<file path="src/core_sfr_pkg.sv">
// constants, types and field layout of the core special-function registers

package core_sfr_pkg;

  // ----------------------------------------------------------------
  // register indices and byte addresses
  // ----------------------------------------------------------------
  localparam int unsigned ADDR_W      = 12;
  localparam logic [7:0]  IDX_SP      = 8'h81;
  localparam logic [7:0]  IDX_DPL     = 8'h82;
  localparam logic [7:0]  IDX_DPH     = 8'h83;
  localparam logic [7:0]  IDX_PSW     = 8'hd0;
  localparam logic [7:0]  IDX_ACC     = 8'he0;
  localparam logic [7:0]  IDX_AUX     = 8'hf0;
  localparam logic [1:0]  BYTE_SHIFT  = 2'h2;

  // ----------------------------------------------------------------
  // reset values
  // ----------------------------------------------------------------
  localparam logic [7:0]  RST_SP      = 8'h07;
  localparam logic [7:0]  RST_ZERO    = 8'h00;

  // ----------------------------------------------------------------
  // status word bit positions
  // ----------------------------------------------------------------
  localparam int unsigned PSW_CY      = 7;
  localparam int unsigned PSW_AC      = 6;
  localparam int unsigned PSW_F0      = 5;
  localparam int unsigned PSW_RS1     = 4;
  localparam int unsigned PSW_RS0     = 3;
  localparam int unsigned PSW_OV      = 2;
  localparam int unsigned PSW_F1      = 1;
  localparam int unsigned PSW_P       = 0;

  // ----------------------------------------------------------------
  // arithmetic constants and bus answers
  // ----------------------------------------------------------------
  localparam logic [3:0]  BCD_MAX     = 4'h9;
  localparam logic [7:0]  BCD_LO_ADJ  = 8'h06;
  localparam logic [7:0]  BCD_HI_ADJ  = 8'h60;
  localparam logic [1:0]  RESP_OKAY   = 2'h0;
  localparam logic [1:0]  RESP_SLVERR = 2'h2;

  // operations the instruction datapath may request
  typedef enum logic [3:0] {
    OP_ADD,
    OP_ADD_CARRY_OP,
    OP_SUBTRACT_BORROW_OP,
    OP_MUL,
    OP_DIV,
    OP_DA,
    OP_COMPARE_JUMP_NE_OP,
    OP_PUSH,
    OP_POP
  } core_op_e;

endpackage

</file>
<file path="src/cpu_core_sfr_file.sv">
// core special-function register file with AXI4-Lite access
`timescale 1ns/1ps
`default_nettype none

module cpu_core_sfr_file (
  // clock and reset
  input  wire logic                              aclk,
  input  wire logic                              aresetn,
  // axi4-lite write address and data
  input  wire logic [core_sfr_pkg::ADDR_W-1:0]   awaddr,
  input  wire logic                              awvalid,
  output logic                                   awready,
  input  wire logic [31:0]                       wdata,
  input  wire logic [3:0]                        wstrb,
  input  wire logic                              wvalid,
  output logic                                   wready,
  // axi4-lite write response
  output logic [1:0]                             bresp,
  output logic                                   bvalid,
  input  wire logic                              bready,
  // axi4-lite read
  input  wire logic [core_sfr_pkg::ADDR_W-1:0]   araddr,
  input  wire logic                              arvalid,
  output logic                                   arready,
  output logic [31:0]                            rdata,
  output logic [1:0]                             rresp,
  output logic                                   rvalid,
  input  wire logic                              rready,
  // instruction datapath requests
  input  wire logic                              op_valid,
  input  wire core_sfr_pkg::core_op_e            op_code,
  input  wire logic [7:0]                        op_src,
  input  wire logic [7:0]                        op_cmp_a,
  input  wire logic [7:0]                        stack_push_data,
  // scratch-pad stack access
  output logic                                   stack_wr_en,
  output logic                                   stack_rd_en,
  output logic [7:0]                             stack_addr,
  output logic [7:0]                             stack_wr_data,
  // register contents for the core
  output logic [7:0]                             arith_primary_reg,
  output logic [7:0]                             mul_div_aux_reg,
  output logic [7:0]                             stack_top_pointer_reg,
  output logic [15:0]                            data_ptr_16,
  output logic [7:0]                             program_status_word,
  output logic [4:0]                             bank_base_addr
);

  // ----------------------------------------------------------------
  // storage
  // ----------------------------------------------------------------
  logic [7:0] data_ptr_low_reg;
  logic [7:0] data_ptr_high_reg;
  logic       carry_flag;
  logic       nibble_carry_flag;
  logic       user_flag_zero;
  logic       bank_sel_hi;
  logic       bank_sel_lo;
  logic       signed_overflow_flag;
  logic       user_flag_one;
  logic       odd_ones_flag;

  // ----------------------------------------------------------------
  // axi4-lite write side
  // ----------------------------------------------------------------
  localparam int unsigned ADDR_LOCAL = core_sfr_pkg::ADDR_W;

  logic                    aw_held;
  logic                    w_held;
  logic [ADDR_LOCAL-1:0]   aw_addr_q;
  logic [7:0]              w_data_q;
  logic                    w_lane_q;
  logic                    wr_fire;
  logic                    wr_hit;
  logic [7:0]              wr_idx;

  assign awready = !aw_held && !bvalid;
  assign wready  = !w_held && !bvalid;
  assign wr_fire = aw_held && w_held && !bvalid;
  assign wr_idx  = aw_addr_q[9:2];
  assign wr_hit  = (aw_addr_q[1:0] == 2'h0) && (aw_addr_q[11:10] == 2'h0)
                   && (wr_idx == core_sfr_pkg::IDX_SP
                    || wr_idx == core_sfr_pkg::IDX_DPL
                    || wr_idx == core_sfr_pkg::IDX_DPH
                    || wr_idx == core_sfr_pkg::IDX_PSW
                    || wr_idx == core_sfr_pkg::IDX_ACC
                    || wr_idx == core_sfr_pkg::IDX_AUX);

  // address and data may arrive in either order
  always_ff @(posedge aclk) begin
    if (!aresetn) begin
      aw_held   <= 1'b0;
      w_held    <= 1'b0;
      aw_addr_q <= '0;
      w_data_q  <= 8'h00;
      w_lane_q  <= 1'b0;
    end else if (wr_fire) begin
      aw_held <= 1'b0;
      w_held  <= 1'b0;
    end else begin
      if (awvalid && awready) begin
        aw_held   <= 1'b1;
        aw_addr_q <= awaddr;
      end
      if (wvalid && wready) begin
        w_held   <= 1'b1;
        w_data_q <= wdata[7:0];
        w_lane_q <= wstrb[0];
      end
    end
  end

  always_ff @(posedge aclk) begin
    if (!aresetn) begin
      bvalid <= 1'b0;
      bresp  <= core_sfr_pkg::RESP_OKAY;
    end else if (wr_fire) begin
      bvalid <= 1'b1;
      bresp  <= wr_hit ? core_sfr_pkg::RESP_OKAY : core_sfr_pkg::RESP_SLVERR;
    end else if (bready) begin
      bvalid <= 1'b0;
    end
  end

  // only the low byte lane carries register data
  logic sw_we;
  assign sw_we = wr_fire && wr_hit && w_lane_q;

  // ----------------------------------------------------------------
  // arithmetic
  // ----------------------------------------------------------------
  logic [7:0]  next_acc;
  logic [7:0]  next_aux;
  logic        upd_acc;
  logic        upd_aux;
  logic        upd_cy;
  logic        upd_ac;
  logic        upd_ov;
  logic        next_cy;
  logic        next_ac;
  logic        next_ov;
  logic [7:0]  add_b;
  logic        add_cin;
  logic [8:0]  sum9;
  logic [4:0]  sum_lo;
  logic [7:0]  sum_b6;
  logic [15:0] prod;
  logic [7:0]  da_step;
  logic [8:0]  da_sum;
  logic        is_sub;

  always_comb begin
    is_sub  = (op_code == core_sfr_pkg::OP_SUBTRACT_BORROW_OP);
    // subtraction runs through the adder as a + ~b + ~borrow
    add_b   = is_sub ? ~op_src : op_src;
    add_cin = is_sub ? ~carry_flag
                     : (op_code == core_sfr_pkg::OP_ADD_CARRY_OP) && carry_flag;
    sum9    = {1'b0, arith_primary_reg} + {1'b0, add_b} + {8'h00, add_cin};
    sum_lo  = {1'b0, arith_primary_reg[3:0]} + {1'b0, add_b[3:0]}
              + {4'h0, add_cin};
    sum_b6  = {1'b0, arith_primary_reg[6:0]} + {1'b0, add_b[6:0]}
              + {7'h00, add_cin};
    prod    = arith_primary_reg * mul_div_aux_reg;
    da_step = ((arith_primary_reg[3:0] > core_sfr_pkg::BCD_MAX)
               || nibble_carry_flag) ? core_sfr_pkg::BCD_LO_ADJ : 8'h00;
    da_sum  = {1'b0, arith_primary_reg} + {1'b0, da_step};
    next_acc = arith_primary_reg;
    next_aux = mul_div_aux_reg;
    next_cy  = carry_flag;
    next_ac  = nibble_carry_flag;
    next_ov  = signed_overflow_flag;
    upd_acc  = 1'b0;
    upd_aux  = 1'b0;
    upd_cy   = 1'b0;
    upd_ac   = 1'b0;
    upd_ov   = 1'b0;
    if (op_valid) begin
      unique case (op_code)
        core_sfr_pkg::OP_ADD, core_sfr_pkg::OP_ADD_CARRY_OP,
        core_sfr_pkg::OP_SUBTRACT_BORROW_OP: begin
          upd_acc  = 1'b1;
          upd_cy   = 1'b1;
          upd_ac   = 1'b1;
          upd_ov   = 1'b1;
          next_acc = sum9[7:0];
          next_cy  = sum9[8] ^ is_sub;
          next_ac  = sum_lo[4] ^ is_sub;
          next_ov  = sum9[8] ^ sum_b6[7];
        end
        core_sfr_pkg::OP_MUL: begin
          upd_acc  = 1'b1;
          upd_aux  = 1'b1;
          upd_cy   = 1'b1;
          upd_ov   = 1'b1;
          next_acc = prod[7:0];
          next_aux = prod[15:8];
          next_cy  = 1'b0;
          next_ov  = |prod[15:8];
        end
        core_sfr_pkg::OP_DIV: begin
          upd_cy  = 1'b1;
          upd_ov  = 1'b1;
          next_cy = 1'b0;
          next_ov = (mul_div_aux_reg == 8'h00);
          if (mul_div_aux_reg != 8'h00) begin
            upd_acc  = 1'b1;
            upd_aux  = 1'b1;
            next_acc = arith_primary_reg / mul_div_aux_reg;
            next_aux = arith_primary_reg % mul_div_aux_reg;
          end
        end
        core_sfr_pkg::OP_DA: begin
          upd_acc = 1'b1;
          upd_cy  = 1'b1;
          next_cy = carry_flag || da_sum[8]
                    || (da_sum[7:4] > core_sfr_pkg::BCD_MAX);
          next_acc = next_cy ? da_sum[7:0] + core_sfr_pkg::BCD_HI_ADJ
                             : da_sum[7:0];
        end
        core_sfr_pkg::OP_COMPARE_JUMP_NE_OP: begin
          upd_cy  = 1'b1;
          next_cy = op_cmp_a < op_src;
        end
        core_sfr_pkg::OP_PUSH, core_sfr_pkg::OP_POP: begin
        end
      endcase
    end
  end

  // ----------------------------------------------------------------
  // registers: instruction updates override a same-cycle bus write
  // ----------------------------------------------------------------
  // primary arithmetic register
  always_ff @(posedge aclk) begin
    if (!aresetn) begin
      arith_primary_reg <= core_sfr_pkg::RST_ZERO;
    end else if (upd_acc) begin
      arith_primary_reg <= next_acc;
    end else if (sw_we && wr_idx == core_sfr_pkg::IDX_ACC) begin
      arith_primary_reg <= w_data_q;
    end
  end

  always_ff @(posedge aclk) begin
    if (!aresetn) begin
      mul_div_aux_reg <= core_sfr_pkg::RST_ZERO;
    end else if (upd_aux) begin
      mul_div_aux_reg <= next_aux;
    end else if (sw_we && wr_idx == core_sfr_pkg::IDX_AUX) begin
      mul_div_aux_reg <= w_data_q;
    end
  end

  always_ff @(posedge aclk) begin
    if (!aresetn) begin
      data_ptr_low_reg  <= core_sfr_pkg::RST_ZERO;
      data_ptr_high_reg <= core_sfr_pkg::RST_ZERO;
    end else if (sw_we) begin
      if (wr_idx == core_sfr_pkg::IDX_DPL) begin
        data_ptr_low_reg <= w_data_q;
      end
      if (wr_idx == core_sfr_pkg::IDX_DPH) begin
        data_ptr_high_reg <= w_data_q;
      end
    end
  end
  assign data_ptr_16 = {data_ptr_high_reg, data_ptr_low_reg};

  always_ff @(posedge aclk) begin
    if (!aresetn) begin
      stack_top_pointer_reg <= core_sfr_pkg::RST_SP;
      stack_wr_en           <= 1'b0;
      stack_rd_en           <= 1'b0;
      stack_addr            <= core_sfr_pkg::RST_ZERO;
      stack_wr_data         <= core_sfr_pkg::RST_ZERO;
    end else begin
      stack_wr_en <= op_valid && op_code == core_sfr_pkg::OP_PUSH;
      stack_rd_en <= op_valid && op_code == core_sfr_pkg::OP_POP;
      if (op_valid && op_code == core_sfr_pkg::OP_PUSH) begin
        stack_top_pointer_reg <= stack_top_pointer_reg + 8'h01;
        stack_addr            <= stack_top_pointer_reg + 8'h01;
        stack_wr_data         <= stack_push_data;
      end else if (op_valid && op_code == core_sfr_pkg::OP_POP) begin
        stack_top_pointer_reg <= stack_top_pointer_reg - 8'h01;
        stack_addr            <= stack_top_pointer_reg;
      end else if (sw_we && wr_idx == core_sfr_pkg::IDX_SP) begin
        stack_top_pointer_reg <= w_data_q;
      end
    end
  end

  always_ff @(posedge aclk) begin
    if (!aresetn) begin
      carry_flag           <= 1'b0;
      nibble_carry_flag    <= 1'b0;
      user_flag_zero       <= 1'b0;
      bank_sel_hi          <= 1'b0;
      bank_sel_lo          <= 1'b0;
      signed_overflow_flag <= 1'b0;
      user_flag_one        <= 1'b0;
    end else begin
      if (sw_we && wr_idx == core_sfr_pkg::IDX_PSW) begin
        carry_flag           <= w_data_q[core_sfr_pkg::PSW_CY];
        nibble_carry_flag    <= w_data_q[core_sfr_pkg::PSW_AC];
        user_flag_zero       <= w_data_q[core_sfr_pkg::PSW_F0];
        bank_sel_hi          <= w_data_q[core_sfr_pkg::PSW_RS1];
        bank_sel_lo          <= w_data_q[core_sfr_pkg::PSW_RS0];
        signed_overflow_flag <= w_data_q[core_sfr_pkg::PSW_OV];
        user_flag_one        <= w_data_q[core_sfr_pkg::PSW_F1];
      end
      if (upd_cy) begin
        carry_flag <= next_cy;
      end
      if (upd_ac) begin
        nibble_carry_flag <= next_ac;
      end
      if (upd_ov) begin
        signed_overflow_flag <= next_ov;
      end
    end
  end

  // parity follows the register, never stored
  assign odd_ones_flag = ^arith_primary_reg;

  assign bank_base_addr = {bank_sel_hi, bank_sel_lo, 3'h0};

  assign program_status_word = {carry_flag, nibble_carry_flag,
                                user_flag_zero, bank_sel_hi, bank_sel_lo,
                                signed_overflow_flag, user_flag_one,
                                odd_ones_flag};

  // ----------------------------------------------------------------
  // axi4-lite read side
  // ----------------------------------------------------------------
  logic [7:0] rd_idx;
  logic       rd_ok;
  logic [7:0] rd_byte;

  assign arready = !rvalid;
  assign rd_idx  = araddr[9:2];

  always_comb begin
    rd_ok   = (araddr[1:0] == 2'h0) && (araddr[11:10] == 2'h0);
    rd_byte = 8'h00;
    unique case (rd_idx)
      core_sfr_pkg::IDX_SP:  rd_byte = stack_top_pointer_reg;
      core_sfr_pkg::IDX_DPL: rd_byte = data_ptr_low_reg;
      core_sfr_pkg::IDX_DPH: rd_byte = data_ptr_high_reg;
      core_sfr_pkg::IDX_PSW: rd_byte = program_status_word;
      core_sfr_pkg::IDX_ACC: rd_byte = arith_primary_reg;
      core_sfr_pkg::IDX_AUX: rd_byte = mul_div_aux_reg;
      default:               rd_ok   = 1'b0;
    endcase
  end

  always_ff @(posedge aclk) begin
    if (!aresetn) begin
      rvalid <= 1'b0;
      rdata  <= 32'h0000_0000;
      rresp  <= core_sfr_pkg::RESP_OKAY;
    end else if (arvalid && arready) begin
      rvalid <= 1'b1;
      rdata  <= rd_ok ? {24'h00_0000, rd_byte} : 32'h0000_0000;
      rresp  <= rd_ok ? core_sfr_pkg::RESP_OKAY : core_sfr_pkg::RESP_SLVERR;
    end else if (rready) begin
      rvalid <= 1'b0;
    end
  end

  // ----------------------------------------------------------------
  // checks
  // ----------------------------------------------------------------
  push_preinc_a: assert property (@(posedge aclk) disable iff (!aresetn)
    op_valid && op_code == core_sfr_pkg::OP_PUSH |=>
      stack_wr_en && stack_addr == $past(stack_top_pointer_reg) + 8'h01
      && stack_top_pointer_reg == stack_addr)
    else $error("push did not pre-increment stack pointer");

  pop_postdec_a: assert property (@(posedge aclk) disable iff (!aresetn)
    op_valid && op_code == core_sfr_pkg::OP_POP |=>
      stack_rd_en && stack_addr == $past(stack_top_pointer_reg)
      && stack_top_pointer_reg == stack_addr - 8'h01)
    else $error("pop did not read before decrement");

  sp_reset_a: assert property (@(posedge aclk)
    !aresetn |=> stack_top_pointer_reg == core_sfr_pkg::RST_SP
      && arith_primary_reg == 8'h00)
    else $error("wrong reset value");

  muldiv_cy_a: assert property (@(posedge aclk) disable iff (!aresetn)
    op_valid && (op_code == core_sfr_pkg::OP_MUL
      || op_code == core_sfr_pkg::OP_DIV) |=> !carry_flag)
    else $error("carry not cleared by multiply or divide");

  mul_ov_a: assert property (@(posedge aclk) disable iff (!aresetn)
    op_valid && op_code == core_sfr_pkg::OP_MUL |=>
      signed_overflow_flag == (mul_div_aux_reg != 8'h00))
    else $error("multiply overflow mismatch");

  div_zero_a: assert property (@(posedge aclk) disable iff (!aresetn)
    op_valid && op_code == core_sfr_pkg::OP_DIV && mul_div_aux_reg == 8'h00
      |=> signed_overflow_flag && $stable(arith_primary_reg))
    else $error("divide by zero not flagged");

  compare_jump_ne_op_cy_a: assert property (@(posedge aclk) disable iff (!aresetn)
    op_valid && op_code == core_sfr_pkg::OP_COMPARE_JUMP_NE_OP |=>
      carry_flag == ($past(op_cmp_a) < $past(op_src)))
    else $error("compare carry wrong");

  add_cy_a: assert property (@(posedge aclk) disable iff (!aresetn)
    op_valid && op_code == core_sfr_pkg::OP_ADD |=>
      {carry_flag, arith_primary_reg}
      == {1'b0, $past(arith_primary_reg)} + {1'b0, $past(op_src)})
    else $error("add carry wrong");

  parity_a: assert property (@(posedge aclk) disable iff (!aresetn)
    program_status_word[core_sfr_pkg::PSW_P] == ^arith_primary_reg)
    else $error("parity flag out of step");

  bank_map_a: assert property (@(posedge aclk) disable iff (!aresetn)
    bank_base_addr == {program_status_word[4:3], 3'h0})
    else $error("bank base mismatch");

endmodule

`default_nettype wire

</file>
<file path="config.mk">
export PLATFORM = sky130hd
export DESIGN_NAME = cpu_core_sfr_file
export DESIGN_NICKNAME = d
export VERILOG_FILES = /design/src/core_sfr_pkg.sv /design/src/cpu_core_sfr_file.sv
export SDC_FILE = /design/constraint.sdc
export NUM_CORES = 1
export LEC_CHECK = 0
export BUFFER_PORTS_ARGS = -buffer_cell sky130_fd_sc_hd__clkbuf_2
export CORE_ASPECT_RATIO = 1.4
export CORE_MARGIN = 1
export CORE_UTILIZATION = 60
export DETAILED_ROUTE_END_ITERATION = 6
export HOLD_SLACK_MARGIN = 0.06
export PLACE_DENSITY = 0.86
export SETUP_SLACK_MARGIN = 0.1
export SYNTH_ARGS = -nofsm -noshare
export SYNTH_HDL_FRONTEND = slang
export SYNTH_SLANG_ARGS = --single-unit
</file>
<file path="constraint.sdc">
create_clock -name aclk -period 26.7 [get_ports aclk]
set_input_delay 1.335 -clock aclk [delete_from_list [all_inputs] [get_ports aclk]]
set_output_delay 1.335 -clock aclk [all_outputs]
set_load 0.005 [all_outputs]
</file>
==> flow_summary.ini, run 1 <==
[clock_tree]
clkSinkCount = 100
cts_setup_buffers = 0
cts_root_buf = clkbuf_16
cts_resized = 0
cts_max_path_buffers = 2
htree_levels = 3
clock_latency_ps = 360
cts.clk_slew.worst_paths_ps = 80
cts_tree = yes
numCtsBuffers = 9
cts_hold_buf = 0

[synthesis]
synth_cell_types = 85
synth_top_area_share = 0.197
yosys_warnings = 0
syn_area_um2 = 10100
synth_edf_count = 0
syn_avg_cell_area_um2 = 7.88
synth.largest_area_cell = dfxtp_1
ys_seq_area_frac = 0.197
ys_top_cells_by_area = dfxtp_1, ha_1, fa_1
ys_ff_latch = 100
synthFlopType = dfxtp_1
synthCells = 1287
synthArstFlopShare = 0

[routing]
highest_layer = met4
drt_iter0_markers = 793
routed_via_density = 6.22
drtPass1Iterations = 7
wire_per_inst_um = 18.2
routed_wl_um = 29000
wl_met3_um = 2520
wl_met1_um = 10600
vias = 9935
drc = 5
ant_nets = 0
met2_wirelength_um = 14300

[timing]
timing.slew.headroom = 0.395
hold_viol_final = 0
fmax_mhz = 68.5
rsz0062_at_grt = no
period_minus_slack_ps = 14610
setup_viol = 0
finalCritPeriodShare = 0.547
setup_tns_ps = 0
finClkSkew_ps = 8.34
tightestPinTransition_ps = 901
fin_hold_ws_ps = 458
slew_violations = 0

[floorplan]
die-area_um2 = 17400
start_util = 0.619
fp.dieH_um = 156
die_w_um = 112
core_um2 = 16400
io_pins = 208
fp-row-count = 55

[run_status]
failed_checks = design-rule violations
status = finished, violations left

[hold_path]
hp-class = reg -> reg

[setup_path]
max_stage_delay_ps = 710
endpoint_kind = flop
crit_type = reg -> reg
required_ps = 26950
worst-path-max-fanout = 15
crit_arrival_ps = 14860
worstSetupStartpointType = flop
critPathSlowestCell = dfxtp_1
cpMostUsedCell = ha_1

[placement]
portBuffers = 151
place_hpwl_um = 22100
gp_congestion = 0.950

[grt]
grt_pass1_wl_um = 46800
grtUsageTotal = 0.334
grt_max_degree = 76
first_global_vias = 9752
globalRouteOverflowTotal = 0
antenna_found_initial = 0

[final_layout]
syn_to_final_growth_pct = 9.85
mostFrequentLayoutCells = clkbuf_2, nand2_1, nor2_1
regMostFlops = aw_addr_q
nets = 1636
layout_commonest_cell = clkbuf_2
diodes = 0
drive_gt1_frac = 0.158
fill_cells = 1373
largest_register_ffs = 12

[run]
cap_violations = 0
## critical path: cells and delay by family, from the launching register on
kind            cells  cell delay (ps)
compound gates     21             6210
simple gates       12             2740
fa+ha+maj           8             2610
buf+inv             4             1290
mux                 2              780
flops               1              710
xor+xnor            1              170
## metal layers
layer,global-route usage,up-vias
li1,-,4661
met1,0.365,4586
met2,0.600,548
met3,0.0548,140
met4,0.210,0
met5,0,-
## kinds of logic after synthesis
logic type | Yosys count | synth area share
AOI/OAI and AO/OA | 301 | 0.195
xor gates and xnor gates | 56 | 0.0484
adders and majority gates | 147 | 0.211
buffers and inverters | 184 | 0.0837
DFF | 100 | 0.197
muxes | 68 | 0.0686
other | 1 | 0.000370
and+or+nand+nor | 430 | 0.195
## synthesized netlist by cell type, types with 11 or more instances
cell and instances:
a21oi_1 102, buf_4 39, fa_1 40, clkbuf_1 50, nor3_1 29, nor2_1 139, nand2b_1 12, a22oi_1 11
dfxtp_1 100, inv_1 85, a21o_1 11, nand2_1 148, o21ai_0 52, mux2i_1 56, xor2_1 19, mux2_2 12
ha_1 107, nor2b_1 12, a31oi_1 11, a211oi_1 15, xnor2_1 37, nand3_1 22
## worst paths after layout
kind	from	endpoint	slack, ps	depth (start not counted)
max	mul_div_aux_reg[0]$_SDFFE_PN0P_	mul_div_aux_reg[6]$_SDFFE_PN0P_	12090	48
min	stack_wr_data[5]$_SDFFE_PN0P_	stack_wr_data[5]$_SDFFE_PN0P_	460	2
max reg2reg	mul_div_aux_reg[0]$_SDFFE_PN0P_	mul_div_aux_reg[6]$_SDFFE_PN0P_	12090	48
min reg2reg	stack_wr_data[5]$_SDFFE_PN0P_	stack_wr_data[5]$_SDFFE_PN0P_	460	2
## final cells by class
| type | instances | area, um^2 | area share |
|---|---|---|---|
| clock buffers | 9 | 225 | 0.0202 |
| repair buffers | 163 | 846 | 0.0759 |
| clock inverters | 7 | 91.3 | 0.00820 |
| multi-input cells | 1031 | 7390 | 0.664 |
| inverters | 88 | 330 | 0.0297 |
| flip-flops and latches | 100 | 2000 | 0.180 |
| well taps | 199 | 249 | 0.0224 |
## stage by stage
step                setup WS [ps]  instance area (um^2)  std cells   util
detailed placement          12440                 10800       1581  0.661
floorplan                   14600                 10200       1315      -
global route                11210                 11100       1597  0.680
global placement            12670                 10800       1581  0.661
finish                      12090                 11100       1597  0.680
CTS                         12360                 11100       1597  0.680
Power of run 1 is not shown: default switching activity piles up to over one toggle a cycle in this logic, so the estimate is an artifact.
==> inputs of run 2 (changes only) <==
- CORE_UTILIZATION: 60 -> 52
- PLACE_DENSITY: 0.86 -> 0.79
- clock period: 26.7 -> 12.9 ns (I/O delays scaled with it)
==> flow_summary.ini, run 2 (synthesis gave the netlist of run 1 again) <==
[setup_path]
path_delay_family = compound AO/OA/AOI/OAI gates
critPathSlowestCell = or4b_1
worst-path-max-fanout = 15
timing.reg2reg.setup_slack_ps = 780
reg2regPathDepth = 48
crit_type = reg -> reg
worstSetupStartpointType = flop
cp-startpoint = arith_primary_reg[4]$_SDFFE_PN0P_
crit-reg2reg-launch = arith_primary_reg[4]$_SDFFE_PN0P_
endpoint_kind = flop
crit_end = mul_div_aux_reg[6]$_SDFFE_PN0P_
cpMostUsedCell = ha_1
worst-path-stages = 48
required_ps = 13150
worst-path-buf-inv = 5
max_stage_delay_ps = 570
crit_arrival_ps = 12370
timing.rr.end = mul_div_aux_reg[6]$_SDFFE_PN0P_

[clock_tree]
htree_levels = 3
cts_root_buf = clkbuf_16
cts_tree = yes
numCtsBuffers = 9
cts_max_path_buffers = 2
clock_latency_ps = 350
clkSinkCount = 100
cts.clk_slew.worst_paths_ps = 80

[timing]
finClkSkew_ps = 11.7
slew_violations = 0
period_minus_slack_ps = 12120
setup_viol = 0
timing.slew.headroom = 0.304
finalCritPeriodShare = 0.940
tightestPinTransition_ps = 1040
fmax_mhz = 82.5
setup_tns_ps = 0
rsz0062_at_grt = no
hold_viol_final = 0

[placement]
placed_area_um2 = 11000
portBuffers = 151
gp_congestion = 0.966
place_hpwl_um = 22700

[floorplan]
fp-row-count = 60
die_w_um = 120
fp.dieH_um = 167
die-area_um2 = 20100
core_um2 = 19100
start_util = 0.530
io_pins = 208

[hold_path]
hp-class = reg -> reg

[final_layout]
largest_register_ffs = 12
multi_input_area_um2 = 7400
mostFrequentLayoutCells = clkbuf_2, nand2_1, nor2_1
regMostFlops = aw_addr_q
fin_area_um2 = 11400
drive_gt1_frac = 0.173
fill_cells = 1714
nets = 1659
syn_to_final_growth_pct = 12.2
diodes = 0
layout_commonest_cell = clkbuf_2
regArea_um2 = 2000

[routing]
drt_iter0_markers = 803
routed_via_density = 5.97
drc = 0
routed_wl_um = 29900
wire_per_inst_um = 17.9
ant_nets = 0
drtPass1Iterations = 5
vias = 9967

[grt]
first_global_vias = 9623
grt-busiest-layer = met2
grt_max_degree = 53
grt.met2_usage = 0.527
antenna_found_initial = 0
globalRouteOverflowTotal = 0
grtUsageTotal = 0.296
grt_pass1_wl_um = 47400
met1_usage = 0.328
gr-usage-met3 = 0.0477

[run]
cap_violations = 0

[run_status]
status = complete, no violations
run 2: cell types whose count changed in the layout (fill, tap and decap cells not counted):
cell	change
a211oi_1	-1
buf_4	+22
a211oi_2	+1
inv_6	-2
o21ai_0	-1
inv_12	-1
a21oi_2	+1
buf_12	+1
inv_8	+2
clkinv_8	-1
a21oi_1	-1
clkinvlp_4	+2
o21ai_1	+1
run 2: worst min-delay path by stage:
| stage | start | slack (ps) | depth (start not counted) | end |
|---|---|---|---|---|
| global route | aw_addr_q[5]$_SDFFE_PN0P_ | 480 | 2 | aw_addr_q[5]$_SDFFE_PN0P_ |
| global placement | stack_addr[6]$_SDFFE_PN0P_ | 440 | 2 | stack_addr[6]$_SDFFE_PN0P_ |
| detailed placement | aw_addr_q[1]$_SDFFE_PN0P_ | 450 | 2 | aw_addr_q[1]$_SDFFE_PN0P_ |
| finish | aw_addr_q[5]$_SDFFE_PN0P_ | 460 | 2 | aw_addr_q[5]$_SDFFE_PN0P_ |
| CTS | rready | 460 | 2 | rvalid$_SDFFE_PN0P_ |
| floorplan | aw_addr_q[9]$_SDFFE_PN0P_ | 430 | 2 | aw_addr_q[9]$_SDFFE_PN0P_ |
run 2: through the flow:
step	hold slack (ps)	worst slack, ps	cells	utilization
2_1_floorplan	432	795	1315	-
3_5_place_dp	447	668	1647	0.576
4_1_cts	458	582	1663	0.592
6_report	457	777	1669	0.595
3_3_place_gp	440	945	1647	0.576
5_1_grt	476	32.5	1669	0.595
run 2: what timing repair did:
item | in CTS | in global routing
endpoints found under the setup margin | 0 | 9
hold buffers | 0 | 0
buffers inserted | 0 | 6
resized for setup | 0 | 3
run 2: final cells by class:
class | instances | area share
Clock inverter | 7 | 0.00693
Inverter | 88 | 0.0290
Tap cell | 248 | 0.0273
Timing Repair Buffer | 186 | 0.0906
Clock buffer | 9 | 0.0198
Multi-Input combinational cell | 1031 | 0.651
Sequential cell | 100 | 0.176
run 2: metal layers:
metal | share of wire | wire length [um]
met5 | 0 | 0
met4 | 0.057 | 1710
met2 | 0.49 | 14700
met3 | 0.074 | 2230
met1 | 0.38 | 11300
run 2: worst min-delay path: cells and delay by family (launching register included):
family	cells	cell delay (ps)
DFF	1	310
and+or+nand+nor	1	50
AOI/OAI and AO/OA	1	50
Power of run 2 is left out for the same reason.
==> inputs of run 3 (changes only) <==
- CORE_ASPECT_RATIO: 1.4 -> 1.5
==> flow_summary.ini, run 3 (synthesis gave the netlist of run 1 again) <==
[timing]
timing.slew.headroom = 0.173
tightestPinTransition_ps = 1240
setup_tns_ps = 0
finalCritPeriodShare = 0.933
hold_viol_final = 0
slew_violations = 0
rsz0062_at_grt = no
period_minus_slack_ps = 12030
setup_viol = 0
finClkSkew_ps = 10.2
fmax_mhz = 83.1

[setup_path]
crit_arrival_ps = 12280
cpMostUsedCell = ha_1
reg2regPathDepth = 48
critPathSlowestCell = or4b_1
timing.rr.end = mul_div_aux_reg[6]$_SDFFE_PN0P_
required_ps = 13150
timing.reg2reg.setup_slack_ps = 870
endpoint_kind = flop
worstSetupStartpointType = flop
worst-path-max-fanout = 15
max_stage_delay_ps = 570
crit_type = reg -> reg
crit-reg2reg-launch = arith_primary_reg[4]$_SDFFE_PN0P_

[final_layout]
mostFrequentLayoutCells = clkbuf_2, nand2_1, nor2_1
multi_input_area_um2 = 7410
nets = 1657
drive_gt1_frac = 0.172
diodes = 0
regArea_um2 = 2000
largest_register_ffs = 12
syn_to_final_growth_pct = 12.4
layout_commonest_cell = clkbuf_2
fill_cells = 1740
regMostFlops = aw_addr_q

[run_status]
status = complete, no violations

[clock_tree]
htree_levels = 3
cts_root_buf = clkbuf_16
numCtsBuffers = 9
clkSinkCount = 100
cts.clk_slew.worst_paths_ps = 80
clock_latency_ps = 360
cts_hold_buf = 0
cts_max_path_buffers = 2
cts_tree = yes

[grt]
grtUsageTotal = 0.307
first_global_vias = 9843
antenna_found_initial = 0
globalRouteOverflowTotal = 0
grt_max_degree = 53
grt_pass1_wl_um = 48400

[floorplan]
start_util = 0.529
io_pins = 208
core_um2 = 19200
die_w_um = 116
fp-row-count = 62
fp.dieH_um = 173
die-area_um2 = 20100

[hold_path]
min_from = aw_addr_q[0]$_SDFFE_PN0P_
worstHoldPathCells = 2
min_to = aw_addr_q[0]$_SDFFE_PN0P_
hp-class = reg -> reg

[placement]
gp_congestion = 0.950
place_hpwl_um = 23100
portBuffers = 151

[routing]
routed_wl_um = 30100
vias = 9947
drtPass1Iterations = 5
drc = 0
ant_nets = 0
wire_per_inst_um = 18.0
routed_via_density = 5.94
drt_iter0_markers = 642

[run]
cap_violations = 0
run 3: critical path: cells and delay by family, from the launching register on:
kind,cells,cell delay [ps]
DFF,1,340
and+or+nand+nor,11,2690
xor gates and xnor gates,1,140
adders and majority gates,8,2370
AOI/OAI and AO/OA,21,4710
buffers and inverters,5,920
muxes,2,720
run 3: how the worst max path moves through the flow:
stage | cells after the start | endpoint | slack (ps) | from
after global routing | 53 | arith_primary_reg[0]$_SDFFE_PN0P_ | 90 | arith_primary_reg[4]$_SDFFE_PN0P_
after floorplan | 49 | mul_div_aux_reg[6]$_SDFFE_PN0P_ | 800 | mul_div_aux_reg[0]$_SDFFE_PN0P_
final | 48 | mul_div_aux_reg[6]$_SDFFE_PN0P_ | 870 | arith_primary_reg[4]$_SDFFE_PN0P_
after global placement | 47 | mul_div_aux_reg[6]$_SDFFE_PN0P_ | 1030 | mul_div_aux_reg[4]$_SDFFE_PN0P_
after CTS | 49 | arith_primary_reg[0]$_SDFFE_PN0P_ | 670 | mul_div_aux_reg[4]$_SDFFE_PN0P_
after detailed placement | 49 | mul_div_aux_reg[6]$_SDFFE_PN0P_ | 740 | mul_div_aux_reg[4]$_SDFFE_PN0P_
run 3: final cells by class:
cell class | instances | share of cell area
clock buffers | 9 | 0.0198
multi-input cells | 1031 | 0.650
inverters | 88 | 0.0290
well taps | 256 | 0.0281
clock inverters | 7 | 0.00922
repair buffers | 184 | 0.0880
flip-flops and latches | 100 | 0.176
run 3: through the flow:
stage | cell area [um^2] | utilization | worst slack, ps | instances | hold slack [ps]
final | 11400 | 0.595 | 871 | 1675 | 458
after global routing | 11400 | 0.595 | 91.9 | 1675 | 474
after CTS | 11400 | 0.593 | 669 | 1673 | 458
after detailed placement | 11000 | 0.576 | 741 | 1657 | 447
after global placement | 11000 | 0.576 | 1030 | 1657 | 439
after floorplan | 10200 | - | 795 | 1315 | 432
run 3: repair_timing:
item | 4_1_cts | 5_1_grt
setup endpoints to repair | 0 | 9
resized for setup | 0 | 4
endpoints found under the hold margin | 0 | 0
setup buffers | 0 | 2
run 3: routing by layer:
metal | wire, um | share of wire | up-vias | track usage
met5 | 0 | 0 | - | 0
met4 | 1960 | 0.065 | 0 | 0.192
met3 | 2000 | 0.066 | 128 | 0.0568
met2 | 15100 | 0.50 | 435 | 0.529
met1 | 11000 | 0.37 | 4694 | 0.341
li1 | - | - | 4690 | -
Power of run 3 is left out for the same reason.
